==> src/oss_pkg.sv <==
package oss_pkg;

	localparam int unsigned OSS_W        = 16;
	localparam int unsigned OSS_AW       = 8;
	localparam int unsigned OSS_DW       = 32;

	// Register byte offsets
	localparam logic [7:0] OSS_OPER_COND_OFS = 8'h00;
	localparam logic [7:0] OSS_OPER_EVT_OFS  = 8'h04;
	localparam logic [7:0] OSS_OPER_ENA_OFS  = 8'h08;
	localparam logic [7:0] OSS_QUES_COND_OFS = 8'h0c;
	localparam logic [7:0] OSS_QUES_EVT_OFS  = 8'h10;
	localparam logic [7:0] OSS_QUES_ENA_OFS  = 8'h14;
	localparam logic [7:0] OSS_STB_OFS       = 8'h18;
	localparam logic [7:0] OSS_CMD_OFS       = 8'h1c;

	// Command register bits
	localparam int unsigned OSS_CMD_PRESET_BIT = 0;
	localparam int unsigned OSS_CMD_CLEAR_BIT  = 1;

	// Operation bit: waiting for trigger, weight 32
	localparam int unsigned OSS_OPER_WTRIG_BIT = 5;

	// Status byte bit positions
	localparam int unsigned OSS_STB_QUES_BIT = 3;
	localparam int unsigned OSS_STB_RQS_BIT  = 6;
	localparam int unsigned OSS_STB_OPER_BIT = 7;
	localparam int unsigned OSS_STB_W        = 8;

	localparam logic [OSS_W-1:0]      OSS_ENA_RST = 16'h0000;
	localparam logic [OSS_W-1:0]      OSS_EVT_RST = 16'h0000;
	localparam logic [OSS_STB_W-1:0]  OSS_STB_RST = 8'h00;
	localparam logic [OSS_DW-1:0]     OSS_DATA_RST = 32'h0000_0000;

	localparam logic [1:0] OSS_RESP_OKAY   = 2'b00;
	localparam logic [1:0] OSS_RESP_SLVERR = 2'b10;

endpackage

==> src/oss_evt_if.sv <==
`timescale 1ns/10ps
interface oss_evt_if;
	logic [oss_pkg::OSS_W-1:0] cond;
	logic                      clr;
	logic [oss_pkg::OSS_W-1:0] evt;

	modport src (output cond, output clr, input evt);
	modport lat (input cond, input clr, output evt);
endinterface

==> src/oss_evt_latch.sv <==
`timescale 1ns/10ps
module oss_evt_latch (
	input  wire logic ref_clk,
	input  wire logic rst,
	oss_evt_if.lat    ev
);
	import oss_pkg::*;

	logic [OSS_W-1:0] prev_r;
	logic [OSS_W-1:0] evt_r;
	logic [OSS_W-1:0] rise;
	logic [OSS_W-1:0] evt_nxt;

	// Rising condition sets its bit
	assign rise    = ev.cond & ~prev_r; // RL9
	// Set wins over a simultaneous clear
	assign evt_nxt = (evt_r & ~{OSS_W{ev.clr}}) | rise; // RL1
	assign ev.evt  = evt_r;

	always_ff @(posedge ref_clk) begin
		if (rst) begin
			prev_r <= OSS_EVT_RST;
			evt_r  <= OSS_EVT_RST;
		end else begin
			prev_r <= ev.cond;
			evt_r  <= evt_nxt;
		end
	end
endmodule // oss_evt_latch

==> src/oss_top.sv <==
// Contract
// (RL1) Event bits latch until explicitly cleared
// (RL2) Preset clears status and all enables
// (RL3) Status byte bit 7 summarises enabled operation
// (RL4) Operation bit 5 means waiting for trigger
// (RL5) Enable mask survives clear-all commands
// (RL6) Status byte bit 6 summarises other bits
// (RL7) Controller masks status byte per bit
// (RL8) Controller clears events before each operation; the testbench clears them before some steps only
// (RL9) Events set on rising edge; condition live
//
// Added by the designer: the register offsets and register access over AXI4-Lite.
`timescale 1ns/10ps
module oss_top (
	input  wire logic                       ref_clk,
	input  wire logic                       rst,
	input  wire logic [oss_pkg::OSS_W-1:0]  oper_cond,
	input  wire logic [oss_pkg::OSS_W-1:0]  ques_cond,
	input  wire logic                       s_axi_awvalid,
	output logic                            s_axi_awready,
	input  wire logic [oss_pkg::OSS_AW-1:0] s_axi_awaddr,
	input  wire logic [2:0]                 s_axi_awprot,
	input  wire logic                       s_axi_wvalid,
	output logic                            s_axi_wready,
	input  wire logic [oss_pkg::OSS_DW-1:0] s_axi_wdata,
	input  wire logic [3:0]                 s_axi_wstrb,
	output logic                            s_axi_bvalid,
	input  wire logic                       s_axi_bready,
	output logic [1:0]                      s_axi_bresp,
	input  wire logic                       s_axi_arvalid,
	output logic                            s_axi_arready,
	input  wire logic [oss_pkg::OSS_AW-1:0] s_axi_araddr,
	input  wire logic [2:0]                 s_axi_arprot,
	output logic                            s_axi_rvalid,
	input  wire logic                       s_axi_rready,
	output logic [oss_pkg::OSS_DW-1:0]      s_axi_rdata,
	output logic [1:0]                      s_axi_rresp,
	output logic [oss_pkg::OSS_STB_W-1:0]   status_byte
);
	import oss_pkg::*;

	oss_evt_if oper_if ();
	oss_evt_if ques_if ();

	// Bus handshake state
	logic                 aw_rdy_r;
	logic                 w_rdy_r;
	logic                 bvalid_r;
	logic [1:0]           bresp_r;
	logic                 ar_rdy_r;
	logic                 rvalid_r;
	logic [OSS_DW-1:0]    rdata_r;
	logic [1:0]           rresp_r;
	logic [OSS_AW-1:0]    waddr_r;
	logic [OSS_DW-1:0]    wdata_r;
	logic [3:0]           wstrb_r;

	// Status state
	logic [OSS_W-1:0]     oper_ena_r;
	logic [OSS_W-1:0]     ques_ena_r;
	logic [OSS_STB_W-1:0] stb_r;

	logic                 aw_take;
	logic                 w_take;
	logic                 wr_fire;
	logic                 b_done;
	logic                 ar_take;
	logic                 r_done;
	logic                 wr_hit_oper_ena;
	logic                 wr_hit_ques_ena;
	logic                 wr_hit_cmd;
	logic                 wr_mapped;
	logic                 do_preset;
	logic                 do_clear;
	logic [OSS_W-1:0]     wmask;
	logic [OSS_W-1:0]     oper_ena_nxt;
	logic [OSS_W-1:0]     ques_ena_nxt;
	logic                 oper_sum;
	logic                 ques_sum;
	logic [OSS_STB_W-1:0] stb_nxt;
	logic                 rd_mapped;
	logic [OSS_DW-1:0]    rdata_nxt;

	assign aw_take = s_axi_awvalid & aw_rdy_r;
	assign w_take  = s_axi_wvalid & w_rdy_r;
	// Both address and data held, response not yet out
	assign wr_fire = ~aw_rdy_r & ~w_rdy_r & ~bvalid_r;
	assign b_done  = bvalid_r & s_axi_bready;
	assign ar_take = s_axi_arvalid & ar_rdy_r;
	assign r_done  = rvalid_r & s_axi_rready;

	assign wr_hit_oper_ena = (waddr_r == OSS_OPER_ENA_OFS);
	assign wr_hit_ques_ena = (waddr_r == OSS_QUES_ENA_OFS);
	assign wr_hit_cmd      = (waddr_r == OSS_CMD_OFS);
	assign wr_mapped       = wr_hit_oper_ena | wr_hit_ques_ena | wr_hit_cmd;

	assign do_preset = wr_fire & wr_hit_cmd & wstrb_r[0] & wdata_r[OSS_CMD_PRESET_BIT];
	assign do_clear  = wr_fire & wr_hit_cmd & wstrb_r[0] & wdata_r[OSS_CMD_CLEAR_BIT];

	assign wmask = {{8{wstrb_r[1]}}, {8{wstrb_r[0]}}};

	// Preset zeroes every enable; clear-all leaves enables alone
	assign oper_ena_nxt = do_preset ? OSS_ENA_RST :                         // RL2 RL5
		(wr_fire & wr_hit_oper_ena) ?
		((oper_ena_r & ~wmask) | (wdata_r[OSS_W-1:0] & wmask)) : oper_ena_r; // RL4
	assign ques_ena_nxt = do_preset ? OSS_ENA_RST :                         // RL2
		(wr_fire & wr_hit_ques_ena) ?
		((ques_ena_r & ~wmask) | (wdata_r[OSS_W-1:0] & wmask)) : ques_ena_r;

	// Preset and clear-all both empty the event registers
	assign oper_if.cond = oper_cond; // RL4
	assign oper_if.clr  = do_preset | do_clear; // RL1 RL2
	assign ques_if.cond = ques_cond;
	assign ques_if.clr  = do_preset | do_clear; // RL2

	assign oper_sum = |(oper_if.evt & oper_ena_r); // RL3
	assign ques_sum = |(ques_if.evt & ques_ena_r);

	always_comb begin
		stb_nxt                   = OSS_STB_RST;
		stb_nxt[OSS_STB_OPER_BIT] = oper_sum; // RL3
		stb_nxt[OSS_STB_QUES_BIT] = ques_sum;
		stb_nxt[OSS_STB_RQS_BIT]  = oper_sum | ques_sum; // RL6
	end

	assign rd_mapped = (s_axi_araddr == OSS_OPER_COND_OFS) |
		(s_axi_araddr == OSS_OPER_EVT_OFS) | (s_axi_araddr == OSS_OPER_ENA_OFS) |
		(s_axi_araddr == OSS_QUES_COND_OFS) | (s_axi_araddr == OSS_QUES_EVT_OFS) |
		(s_axi_araddr == OSS_QUES_ENA_OFS) | (s_axi_araddr == OSS_STB_OFS) |
		(s_axi_araddr == OSS_CMD_OFS);

	// Condition reads return the live, unlatched input
	assign rdata_nxt =
		(s_axi_araddr == OSS_OPER_COND_OFS) ? {16'h0000, oper_cond} : // RL9
		(s_axi_araddr == OSS_OPER_EVT_OFS)  ? {16'h0000, oper_if.evt} :
		(s_axi_araddr == OSS_OPER_ENA_OFS)  ? {16'h0000, oper_ena_r} :
		(s_axi_araddr == OSS_QUES_COND_OFS) ? {16'h0000, ques_cond} :
		(s_axi_araddr == OSS_QUES_EVT_OFS)  ? {16'h0000, ques_if.evt} :
		(s_axi_araddr == OSS_QUES_ENA_OFS)  ? {16'h0000, ques_ena_r} :
		(s_axi_araddr == OSS_STB_OFS)       ? {24'h00_0000, stb_r} :
		OSS_DATA_RST;

	oss_evt_latch u_oper (
		.ref_clk (ref_clk),
		.rst     (rst),
		.ev      (oper_if.lat)
	);

	oss_evt_latch u_ques (
		.ref_clk (ref_clk),
		.rst     (rst),
		.ev      (ques_if.lat)
	);

	// Write address and data, taken in either order
	always_ff @(posedge ref_clk) begin
		if (rst) begin
			aw_rdy_r <= 1'b1;
			waddr_r  <= 8'h00;
		end else if (aw_take) begin
			aw_rdy_r <= 1'b0;
			waddr_r  <= s_axi_awaddr;
		end else if (b_done) begin
			aw_rdy_r <= 1'b1;
		end
	end

	always_ff @(posedge ref_clk) begin
		if (rst) begin
			w_rdy_r <= 1'b1;
			wdata_r <= OSS_DATA_RST;
			wstrb_r <= 4'h0;
		end else if (w_take) begin
			w_rdy_r <= 1'b0;
			wdata_r <= s_axi_wdata;
			wstrb_r <= s_axi_wstrb;
		end else if (b_done) begin
			w_rdy_r <= 1'b1;
		end
	end

	always_ff @(posedge ref_clk) begin
		if (rst) begin
			bvalid_r <= 1'b0;
			bresp_r  <= OSS_RESP_OKAY;
		end else if (wr_fire) begin
			bvalid_r <= 1'b1;
			bresp_r  <= wr_mapped ? OSS_RESP_OKAY : OSS_RESP_SLVERR;
		end else if (b_done) begin
			bvalid_r <= 1'b0;
		end
	end

	// Read channel
	always_ff @(posedge ref_clk) begin
		if (rst) begin
			ar_rdy_r <= 1'b1;
			rvalid_r <= 1'b0;
			rdata_r  <= OSS_DATA_RST;
			rresp_r  <= OSS_RESP_OKAY;
		end else if (ar_take) begin
			ar_rdy_r <= 1'b0;
			rvalid_r <= 1'b1;
			rdata_r  <= rdata_nxt;
			rresp_r  <= rd_mapped ? OSS_RESP_OKAY : OSS_RESP_SLVERR;
		end else if (r_done) begin
			ar_rdy_r <= 1'b1;
			rvalid_r <= 1'b0;
		end
	end

	// Enables and status byte
	always_ff @(posedge ref_clk) begin
		if (rst) begin
			oper_ena_r <= OSS_ENA_RST;
			ques_ena_r <= OSS_ENA_RST;
			stb_r      <= OSS_STB_RST;
		end else begin
			oper_ena_r <= oper_ena_nxt; // RL5
			ques_ena_r <= ques_ena_nxt;
			stb_r      <= stb_nxt; // RL3 RL6
		end
	end

	assign s_axi_awready = aw_rdy_r;
	assign s_axi_wready  = w_rdy_r;
	assign s_axi_bvalid  = bvalid_r;
	assign s_axi_bresp   = bresp_r;
	assign s_axi_arready = ar_rdy_r;
	assign s_axi_rvalid  = rvalid_r;
	assign s_axi_rdata   = rdata_r;
	assign s_axi_rresp   = rresp_r;
	assign status_byte   = stb_r;

endmodule // oss_top

==> config.mk <==
export PLATFORM = sky130hd
export DESIGN_NAME = oss_top
export DESIGN_NICKNAME = d
export VERILOG_FILES = /design/src/oss_pkg.sv /design/src/oss_evt_if.sv /design/src/oss_evt_latch.sv /design/src/oss_top.sv
export SDC_FILE = /design/constraint.sdc
export NUM_CORES = 1
export LEC_CHECK = 0
export BUFFER_PORTS_ARGS = -buffer_cell sky130_fd_sc_hd__buf_2
export CORE_ASPECT_RATIO = 0.75
export CORE_MARGIN = 5
export CORE_UTILIZATION = 33
export CTS_CLUSTER_SIZE = 40
export DETAILED_ROUTE_END_ITERATION = 10
export PLACE_DENSITY_LB_ADDON = 0.08
export SYNTH_ARGS = -nofsm -noshare
export SYNTH_HDL_FRONTEND = slang
export SYNTH_SLANG_ARGS = --single-unit
==> constraint.sdc <==
create_clock -name ref_clk -period 2.6 [get_ports ref_clk]
set_clock_uncertainty 0.1 [all_clocks]
set_input_delay 0.26 -clock ref_clk [delete_from_list [all_inputs] [get_ports ref_clk]]
set_output_delay 0.26 -clock ref_clk [all_outputs]
set_load 0.02 [all_outputs]
=== Word level (Yosys, flattened, before mapping) ===
Cells that the tools add are included.

* Flip-flop bits (word level): 171
* Input port bits: 97
* Output and inout port bits: 49
* Word-level logic and storage cells: 99

* Equality and inequality tests: 10
* Muxes and demuxes: 18
* Bitwise logic cells: 44
* Reduce and logical (&&, ||, !) cells: 8

{| class="wikitable"
|+ Operator list
! operator !! number
|-
| $and 16x16->16 || 9
|-
| $mux 16 || 6
|-
| $not 16->16 || 4
|-
| $or 16x16->16 || 4
|-
| $eq 8x5->1 const B || 6
|-
| $reduce_or 16->1 || 2
|-
| $eq 8x4->1 const B || 3
|-
| $and 1x1->1 || 13
|-
| $or 1x1->1 || 11
|-
| $mux 1 || 9
|-
| $eq 8x3->1 const B || 1
|-
| $logic_not 8->1 || 1
|-
| $mux 8 || 1
|-
| $reduce_bool 2->1 || 4
|-
| $mux 2 || 2
|-
| $not 1->1 || 3
|-
| $reduce_or 2->1 || 1
|}

=== Depth between registers and ports, before layout ===
Gate-level depths: netlist of run 1.

* Word-level depth: 10
* Mapped depth: 7
* Depth with buffers taken out: 4

=== By module ===
From an unflattened synthesis of run 1, not the netlist that was laid out.

* Cells, all modules: 691
* Area total of the unflattened synthesis: 6478.7 um^2

{| class="wikitable"
|+ Modules (own cells, without submodules)
! module !! instances !! cells an instance !! area each (um^2) !! sequential area each (um^2)
|-
| oss_top || 1 || 491 || 4341.7 || 1681.6
|-
| oss_evt_latch || 2 || 100 || 1068.5 || 640.6
|}

=== Least setup slack after synthesis of run 1 ===
OpenSTA, ideal clock, no wires.

* Path kind: register to register
* Start: reg waddr_r[0]
* End: reg (tool-made name)
* Library setup time: 121 ps
* Data arrival time: 1821 ps
* Data required time: 2379 ps
* Slack: 558 ps
* Cell stages (with the launch flop): 6
* Buffers on the path: 1
* Clock period less this slack: 2042 ps
* Cells stage by stage: dfxtp_1 -> or4_4 -> buf_6 -> nor4_4 -> mux2i_1 -> nor2_2

{| class="wikitable"
|+ RTL lines
! what !! line !! RTL
|-
| start, declared || oss_top.sv:54 || <nowiki>logic [OSS_AW-1:0] waddr_r;</nowiki>
|-
| start signal, assigned || oss_top.sv:162 || <nowiki>waddr_r <= s_axi_awaddr;</nowiki>
|}

=== Final worst setup path of run 1 ===
* Start: reg waddr_r[0]
* End: reg u_oper.evt_r[5], in the netlist u_oper.ev.evt[5]

* Longest elaborated chain between the ends: 8
* Elaborated cells on any way between the ends: 9
* Classes of those cells: eq/ne (1); bitwise (8)

{| class="wikitable"
|+ Ends and longest elaborated chain
! what !! line !! RTL
|-
| $eq 8x5->1 (*) || oss_top.sv:94 || <nowiki>assign wr_hit_cmd = (waddr_r == OSS_CMD_OFS);</nowiki>
|-
| $and 1x1->1 (*) (2 in a row) || oss_top.sv:97, oss_top.sv:98 ||
|-
| $and 1x1->1 (on tied branches) || oss_top.sv:97, oss_top.sv:98 ||
|-
| $or 1x1->1 (*) || oss_top.sv:112 || <nowiki>assign oper_if.clr = do_preset | do_clear;</nowiki>
|-
| $not 16->16 (*) || oss_evt_latch.sv:17 || <nowiki>assign evt_nxt = (evt_r & ~{OSS_W{ev.clr}}) | rise;</nowiki>
|-
| $and 16x16->16 (*) || oss_evt_latch.sv:17 ||
|-
| $or 16x16->16 (*) || oss_evt_latch.sv:17 ||
|-
| end signal, assigned || oss_evt_latch.sv:26 || <nowiki>evt_r <= evt_nxt;</nowiki>
|-
| end, declared || oss_evt_latch.sv:10 || <nowiki>logic [OSS_W-1:0] evt_r;</nowiki>
|}

Every way passes the cells marked *; elsewhere a longest branch is shown, timed or not.
A chain may end at the register's enable or synchronous reset.

==> metrics.txt, run 1 <==
relative slew slack ~25%; Synthesis Warnings 0; Psw between 1000 and 1500 uW; Setup WS pre-CTS between 300 and 400 ps; clock buffer depth 2; Worst Path Arrival about 2300 ps; CP top delay family simple AND/OR/NAND/NOR gates; ys flop type dfxtp_1; share of layout cells above drive strength 1 between 20% and 30%; DIE HEIGHT ~130 um; synthesized area per cell around 9.1 um^2; internal power 3988 uW; Reg2Reg Depth 5; hold depth 3; WL final 20.29 mm; Seq/Total Area, Yosys 45.02%; combinational power share approximately 9.9%; Core Rows 44; clk_lat worst skew ~420 ps; Max Freq about 0.47 GHz; Worst-Margin Slew approximately 1100 ps; Root Driver clkbuf_16; maximum vdd drop 0.0003681 V; Detail Route Antenna Nets 0; footprint of the multi-input gates approximately 3200 um^2; Layout area overhead 21.48%; Filler cells 2001; storage element area between 2000 and 3000 um^2; Startpoint Class flip-flop; vias in the first global route 5639; WP data required around 2800 ps; Cells after Synth between 700 and 800; Buf/Inv on CP 1; gpl congestion between 0.8 and 0.9; most frequent cells in the layout dfxtp_1 (148), buf_2 (98), mux2i_1 (61); 1st-pass router iterations 5; Clock Power Share 43.4%; HP Class in -> reg; Reg power frac a little under half; period utilisation layout slightly above 80%; Top Usage Layer GRT met2; Pleak roughly 0.0033 uW; chip width about 170 um; Nets just over 900; WL/cell approximately 19 um; pwr dens about 660 nW/um^2; Sw Ratio 24.78%; CP max stage cell or4_4; first-pass GRT wire length ~32 mm; ys async rst share 0%; crit path capture type flip-flop; detailed-route vias per instance approximately 5.3; initial antenna violation count 0; met3 GRT Util under 10%; CTS Sinks between 100 and 150; IO Pins roughly 150; status completed; TNS Setup 0 ps; Reg clk slew, reported paths approximately 60 ps; M2 GR Usage between 20% and 30%; most common cell after layout, fill and taps aside dfxtp_1; Iter 0 DRT Violations around 350; postcts setup bufs 0; CP Cell Sequence or4_4 -> nor3_2 -> a41oi_2 -> buf_4 -> a22o_1; cts bufs inserted 17; H-tree depth 4; met1 Resource Use GR around 24%; hold buffers post-CTS 19; max incr delay on CP approximately 600 ps; number of synthesized flops with an enable pin 0; CTS tree yes; hpwl dp between 10 and 15 mm; WP depth 5; #FFs+latches synth 148; Slew Limit Fails 0; worst setup margin 491.7 ps; Yosys cell types 46; endpoints failing hold 0; Overflow after GRT 0; core area roughly 20000 um^2; mapped cell area 6581 um^2; count of input and output buffers a little under 100; Final setup viols 0; detailed-route DRC error count 0; worst setup path category reg -> reg; CP Max Fanout 32; largest net degree at the start of global routing 38; diode count 0; max cap viols 0; Starting Density between 30% and 40%; clock period minus final worst setup slack approximately 2100 ps; post_cts resized 0; DR vias 5740; RSZ-0062 raised after global routing no; die area around 23000 um^2; aggregate global-route resource usage between 10% and 20%
[Yosys cell counts, types with 8 or more instances]
library cell  count  area share (%)
a22oi_1          13             1.5
a221oi_1          8             1.1
inv_1            37             2.1
nor4_1           19             1.8
nand2b_1          9            0.86
nand3_1           8            0.61
a21oi_1          48             3.7
nand3b_1         13             1.5
dfxtp_1         148              45
nor2_1           37             2.1
buf_1             9            0.51
a22o_1           40             5.3
nand2_1          47             2.7
nor3b_1          14             1.6
o31ai_1          13             1.5
buf_4            23             2.6
nor2b_1          35             3.3
o22ai_1          32             3.0
mux2i_1          61             9.3
nor2_2           16             1.5
clkbuf_1         37             2.1
[worst min-delay path, delay by kind of cell]
kind / cells / cell delay [ps]
buffers and inverters: 1 / 100
AND/OR/NAND/NOR: 1 / 70
AO/OA/AOI/OAI: 1 / 60
[area by class of cell]
type                    instances  share of cell area, %
clock inverters                 5                 0.6573
multi-input cells             481                  39.75
flip-flops and latches        148                  37.06
inverters                      37                  1.737
well taps                     253                  3.959
repair buffers                139                  10.74
clock buffers                  23                  6.103
[metrics by stage]
step / hold slack, ps / utilization (%) / power [uW] / instances / cell area [um^2]
CTS: 2.808 / 41.02 / 5352 / 1086 / 7995
floorplan: 296.0 / - / 2857 / 743 / 6664
global placement: 350.8 / 37.28 / 3011 / 1039 / 7264
detailed placement: 352.6 / 37.28 / 3025 / 1039 / 7264
global route: 9.284 / 41.02 / 5527 / 1086 / 7995
finish: 10.31 / 41.02 / 5302 / 1086 / 7995
[cell families (layout without fill, tap and decap cells)]
logic type | Yosys count | in the layout | synth area share [%]
compound gates | 171 | 171 | 18.04
buf+inv | 114 | 204 | 8.061
flops | 148 | 148 | 45.02
mux | 61 | 61 | 9.278
simple gates | 226 | 226 | 19.54
other cells | 1 | 23 | 0.05698
[power by group through the flow]
stage          registers, uW  clock network [uW]  logic, uW
2_1_floorplan           2490                   0        365
3_3_place_gp            2520                   0        491
3_5_place_dp            2520                   0        503
4_1_cts                 2470                2350        526
5_1_grt                 2490                2460        579
6_report                2470                2300        527
[routing by layer]
metal  wire length [um]  up-vias  share of wire [%]
met5                  0        -                  0
met4                276        0                1.4
met3               1225       25                6.0
met2               8998      189                 44
met1               9784     2783                 48
li1                   -     2743                  -
[path summary, 6_finish.rpt]
check                                        from           endpoint  slack, ps
worst max-delay path                   waddr_r[0]   u_oper.ev.evt[5]        490
worst min-delay path              s_axi_awaddr[6]         waddr_r[6]         10
worst max register to register         waddr_r[0]   u_oper.ev.evt[5]        490
worst min register to register  u_ques.prev_r[12]  u_ques.ev.evt[12]        360
(Power assumes the default switching activity.)
==> run 2, diff against run 1 <==
==> constraint.sdc (replaced) <==
create_clock -name ref_clk -period 1.8 [get_ports ref_clk]
set_clock_uncertainty 0.1 [all_clocks]
set_input_delay 0.18 -clock ref_clk [delete_from_list [all_inputs] [get_ports ref_clk]]
set_output_delay 0.18 -clock ref_clk [all_outputs]
set_load 0.02 [all_outputs]
==> run 2 against run 1 <==
  * The flow now finishes with violations (negative setup slack)
  * Via count rose by 5.2%
  * Utilization rose by 4.9 points
  * Final area rose by 12%
  * Cell count rose by 7.9%
  * Largest power group is now the clock network
  * Die area did not move
  * Hold slack improved by 4.5 ps
  * Register-to-register slack got worse by 610 ps
==> metrics.txt, run 2 (synthesized netlist as in run 1, its figures left out) <==
Iter 0 DRT Violations 414 (was 349); Nets 1003 (was 921); gpl congestion 0.8042 (was 0.8051); Worst Path Arrival 2130 ps (was 2320 ps); Detail Route Antenna Nets 0 (unchanged); Setup WS pre-CTS -197.3 ps (was 321.7 ps); Final setup viols 64 (was 0); CP Max Fanout 32 (unchanged); first-pass GRT wire length 33.52 mm (was 31.78 mm); Pleak 0.003707 uW (was 0.003262 uW); Hold Slack 14.84 ps (was 10.31 ps); clk_lat worst skew 420 ps (about the same); share of layout cells above drive strength 1 23.50% (was 20.05%); clock buffer depth 2 (unchanged); diode count 0 (unchanged); largest net degree at the start of global routing 39 (was 38); Slew Limit Fails 0 (unchanged); most common cell after layout, fill and taps aside dfxtp_1 (unchanged); period utilisation layout 106.8% (was 81.09%); Reg2Reg Depth 5 (unchanged); Layout area overhead 36.14% (was 21.48%); Max Freq 0.5204 GHz (was 0.4743 GHz); cts bufs inserted 17 (unchanged); max cap viols 0 (unchanged); 1st-pass router iterations 5 (unchanged); pwr dens 912.4 nW/um^2 (was 663.1 nW/um^2); core area 19490 um^2 (unchanged); hold depth 3 (unchanged); violated checks negative setup slack; detailed-route vias per instance 5.150 (was 5.285); vias in the first global route 6041 (was 5639); Worst-Margin Slew 609.7 ps (was 1122 ps); count of input and output buffers 98 (unchanged); H-tree depth 4 (unchanged); clock period minus final worst setup slack 1922 ps (was 2108 ps); relative slew slack 59.35% (was 24.90%); Reg clk slew, reported paths 60 ps (about the same); CTS Sinks 148 (unchanged); Starting Density 33.77% (unchanged); worst setup path category reg -> reg (unchanged); chip width 173.1 um (unchanged); status finished with violations (was completed); worst setup margin -121.8 ps (was 491.7 ps); WL final 21.29 mm (was 20.29 mm); HP Class in -> reg (unchanged); hpwl dp 15.12 mm (was 14.69 mm); DIE HEIGHT 132.3 um (unchanged); Root Driver clkbuf_16 (unchanged); Core Util, Final 45.97% (was 41.02%); endpoints failing hold 0 (unchanged); RSZ-0062 raised after global routing yes (was no); crit path capture type flip-flop (unchanged); most frequent cells in the layout dfxtp_1 (143), buf_2 (98), dlygate4sd3_1 (64) (was dfxtp_1 (148), buf_2 (98), mux2i_1 (61)); die area 22900 um^2 (unchanged); CTS tree yes (unchanged); Overflow after GRT 0 (unchanged); initial antenna violation count 0 (unchanged); IO Pins 146 (unchanged); WL/cell 18.17 um (was 18.68 um); TNS Setup -4764 ps (was 0 ps); WP data required 2010 ps (was 2810 ps); Core Rows 44 (unchanged); Startpoint Class flip-flop (unchanged); DR vias 6036 (was 5740); aggregate global-route resource usage 18.36% (was 17.54%); maximum vdd drop 0.0005398 V (was 0.0003681 V); detailed-route DRC error count 0 (unchanged)
run 2: changes by cell type in the layout (fill, tap and decap cells not counted), sizes merged:
cell,delta
clkbuf,+2
clkinv,+2
bufinv,+2
buf,+35
dlygate4sd3,+45
run 2: path summary, 6_finish.rpt:
kind                                         from                 to  slack (ps)
worst max-delay path                   waddr_r[0]  u_ques.ev.evt[15]        -120
worst min-delay path                s_axi_awvalid         waddr_r[4]          10
worst max register to register         waddr_r[0]  u_ques.ev.evt[15]        -120
worst min register to register  u_oper.prev_r[15]  u_oper.ev.evt[15]         370
run 2: area by class of cell:
class | instances | area [um^2]
Tap cell | 253 | 316.6
Clock buffer | 23 | 478.0
Fill cell | 1876 | 10530
Multi-Input combinational cell | 481 | 3201
Clock inverter | 9 | 126.4
Sequential cell | 148 | 2972
Inverter | 37 | 138.9
Timing Repair Buffer | 221 | 1728
run 2: metrics by stage:
step	cell area, um^2	cells	power [uW]
3_5_place_dp	7599	1071	4454
5_1_grt	8960	1172	8505
6_report	8960	1172	8175
4_1_cts	8899	1170	8219
3_3_place_gp	7599	1071	4433
2_1_floorplan	6749	743	4142
run 2: critical path, stage by stage (launching register included):
cell,delay [ps]
dfxtp_1,310
or4_4,610
nor3_4,170
a41oi_2,150
buf_12,210
a22o_1,250
run 2: what timing repair did:
item / CTS / global route
gates resized for setup: 4 / 3
pin swaps: 7 / 1
cloned: 1 / 2
hold buffers: 64 / 0
hold endpoints to repair: 62 / 0
buffers inserted: 2 / 0
endpoints found under the setup margin: 64 / 64
run 2: layer usage:
layer	track usage (%)	part of all wire [%]	wire, um	vias to the layer above
li1	-	-	-	2912
met1	25.95	49	10460	2945
met2	28.82	45	9522	165
met3	4.272	5.4	1143	14
met4	3.810	0.79	168	0
met5	0	0	0	-
run 2: power breakdown:
group / internal [uW] / switching [uW] / total, uW
Combinational: 460 / 510 / 970
Clock: 2280 / 1360 / 3640
Sequential: 3440 / 126 / 3560
Total: 6180 / 2000 / 8170
==> run 3, diff against run 2 <==
--- a/config.mk
+++ b/config.mk
@@ -5,6 +5,7 @@
 export SDC_FILE = /design/constraint.sdc
 export NUM_CORES = 1
 export LEC_CHECK = 0
+export ABC_AREA = 1
 export BUFFER_PORTS_ARGS = -buffer_cell sky130_fd_sc_hd__buf_2
 export CORE_ASPECT_RATIO = 0.75
 export CORE_MARGIN = 5
==> run 3 against run 2 <==
  * The flow now finishes without violations
  * Count of clock-buffer cells in the layout shrank 3
  * Sequential cell count is the same
  * Die area shrank 4.1%
  * Sequential share of layout area grew 1.6 points
  * Final area shrank 4.9%
  * Area after synthesis shrank 4.4%
  * Total power shrank 1.9%
  * Highest routed layer unchanged
  * Critical endpoint is now u_ques.ev.evt[8]
  * Global-route usage shrank 0.70 points
==> metrics.txt, run 3 <==
H-tree depth 4 (unchanged); ys flop type dfxtp_1 (unchanged); diode count 0 (unchanged); hpwl dp 13.78 mm (was 15.12 mm); Clock Power Share 46.4% (was 44.6%); internal power 6101 uW (was 6180 uW); crit path capture type flip-flop (unchanged); Detail Route Antenna Nets 0 (unchanged); aggregate global-route resource usage 17.66% (was 18.36%); pwr dens 941.1 nW/um^2 (was 912.4 nW/um^2); post-route cell area 8521 um^2 (was 8960 um^2); Commonest cells post-synth nand2_1 (192), nor2_1 (177), dfxtp_1 (148), a21oi_1 (108), inv_1 (72) (was dfxtp_1 (148), mux2i_1 (61), a21oi_1 (48), nand2_1 (47), a22o_1 (40)); #FFs+latches synth 148 (unchanged); core area 18620 um^2 (was 19490 um^2); most common cell after layout, fill and taps aside nand2_1 (was dfxtp_1); synthesized area per cell 7.153 um^2 (was 9.128 um^2); largest net degree at the start of global routing 87 (was 39); period utilisation layout 96.64% (was 106.8%); cts bufs inserted 17 (unchanged); area share of the largest cell type after synthesis 47.07% (was 45.02%); number of synthesized flops with an enable pin 0 (unchanged); detailed-route DRC error count 0 (unchanged); vias in the first global route 5727 (was 6041); initial antenna violation count 0 (unchanged); Overflow after GRT 0 (unchanged); Sw Ratio 23.92% (was 24.41%); Nets 1170 (was 1003); Layout area overhead 35.36% (was 36.14%); Pleak 0.003852 uW (was 0.003707 uW); mapped cell area 6295 um^2 (was 6581 um^2); Synth area leader dfxtp_1 (unchanged); clock period minus final worst setup slack 1740 ps (was 1922 ps); most frequent cells in the layout nand2_1 (191), nor2_1 (176), dfxtp_1 (146) (was dfxtp_1 (143), buf_2 (98), dlygate4sd3_1 (64)); DP Area 7232 um^2 (was 7599 um^2); gpl congestion 0.8591 (was 0.8042); power consumption 8019 uW (was 8175 uW); 1st-pass router iterations 5 (unchanged); Starting Density 33.82% (was 33.77%); Iter 0 DRT Violations 472 (was 414); max cap viols 0 (unchanged); WP data required 1990 ps (was 2010 ps); detailed-route vias per instance 4.544 (was 5.150); WL/cell 14.44 um (was 18.17 um); share of layout cells above drive strength 1 19.67% (was 23.50%); Final setup viols 0 (was 64); chip width 169.5 um (was 173.1 um); Cells after Synth 880 (was 721); worst setup margin 60.48 ps (was -121.8 ps); combinational power share 9.2% (was 11.9%); first-pass GRT wire length 30.07 mm (was 33.52 mm); Core Util, Final 45.77% (was 45.97%); Core Rows 43 (was 44); Reg power frac 44.4% (was 43.6%); Reg clk slew, reported paths 60 ps (about the same); worst setup path category reg -> reg (unchanged); Max Freq 0.5749 GHz (was 0.5204 GHz); die area 21970 um^2 (was 22900 um^2); CTS tree yes (unchanged); RSZ-0062 raised after global routing yes (unchanged); Psw 1918 uW (was 1995 uW); Seq/Total Area, Yosys 47.07% (was 45.02%); count of input and output buffers 98 (unchanged); Layout Cells excl Fill 1330 (was 1172); CTS Sinks 148 (unchanged); clk_lat worst skew 420 ps (about the same); DR vias 6043 (was 6036); IO Pins 146 (unchanged); HP Class in -> reg (unchanged); Worst Path Arrival 1930 ps (was 2130 ps); Root Driver clkbuf_16 (unchanged); endpoints failing hold 0 (unchanged); Startpoint Class flip-flop (unchanged); DIE HEIGHT 129.6 um (was 132.3 um); Placed Cells 1235 (was 1071); Slew Limit Fails 0 (unchanged); Setup WS pre-CTS -122.3 ps (was -197.3 ps); WL final 19.21 mm (was 21.29 mm); leading post-synthesis cells by cell area dfxtp_1 (47%), nand2_1 (11%), nor2_1 (11%) (was dfxtp_1 (45%), mux2i_1 (9.3%), a22o_1 (5.3%)); top-count cell post-synth nand2_1 (was dfxtp_1); Yosys cell types 35 (was 46); maximum vdd drop 0.0005022 V (was 0.0005398 V); status completed (was finished with violations); clock buffer depth 2 (unchanged); ys async rst share 0% (unchanged); Synthesis Warnings 0 (unchanged); CP Max Fanout 32 (unchanged)
## run 3: changes by cell type after synthesis, sizes merged, moves of 25 or more
cell	delta
a21oi	+70
a22o	-40
nor2b	-35
o22ai	-30
nor2	+130
inv	+39
mux2i	-61
nand2	+152
o21ai	+35
nand3	+25
## run 3: final timing paths
kind	startpoint	end	slack, ps	depth (start not counted)
worst min register to register	s_axi_rdata[8]	s_axi_rdata[8]	360	2
worst min-delay path	s_axi_wvalid	s_axi_wready	120	4
worst max-delay path	s_axi_bvalid	u_ques.ev.evt[8]	60	7
worst max register to register	s_axi_bvalid	u_ques.ev.evt[8]	60	7
## run 3: final cells by class
cell class	instances	area [um^2]
clock inverters	9	156.4
flip-flops and latches	148	2965
clock buffers	20	446.7
fillers	1983	10090
well taps	247	309.0
inverters	78	295.3
repair buffers	208	1563
multi-input cells	620	2785
## run 3: worst max-delay path, cell delays in order, from the launching register on
cell     delay [ps]
dfxtp_2         330
nor3_4          290
nand2_2         140
nor4_4          210
o21ai_2         120
buf_12          200
a21oi_1         160
nor2_1           50
## run 3: per-layer routing
| layer | up-vias | GRT usage [%] | routed length (um) |
|---|---|---|---|
| met2 | 152 | 25.69 | 7722 |
| met1 | 2726 | 26.08 | 10130 |
| li1 | 3145 | - | - |
| met3 | 20 | 3.812 | 1116 |
| met4 | 0 | 5.537 | 242 |
| met5 | - | 0 | 0 |
## run 3: power groups by stage
| stage | combinational, uW | sequential (uW) | clock (uW) |
|---|---|---|---|
| after floorplan | 429 | 3610 | 0 |
| after global placement | 627 | 3630 | 0 |
| after detailed placement | 630 | 3630 | 0 |
| after CTS | 731 | 3560 | 3810 |
| after global routing | 837 | 3580 | 3960 |
| final | 740 | 3560 | 3720 |
## run 3: repair_timing
action	in CTS	in global routing
buffers inserted	0	4
hold buffers	60	0
endpoints found under the hold margin	66	0
endpoints found under the setup margin	0	64
resized for setup	0	7
## run 3: through the flow
| stage | setup TNS [ps] | hold slack, ps |
|---|---|---|
| after floorplan | 0 | 204.9 |
| after global placement | -649.7 | 315.0 |
| after detailed placement | -916.0 | 318.6 |
| after CTS | 0 | 111.0 |
| after global routing | -1833 | 159.2 |
| final | 0 | 123.9 |
## run 3: cell families after synthesis
logic type / after synthesis / share of synthesized area [%]
AO/OA/AOI/OAI: 167 / 14.51
buffers and inverters: 134 / 10.22
flip-flops: 148 / 47.07
other: 1 / 0.05957
AND/OR/NAND/NOR: 430 / 28.15
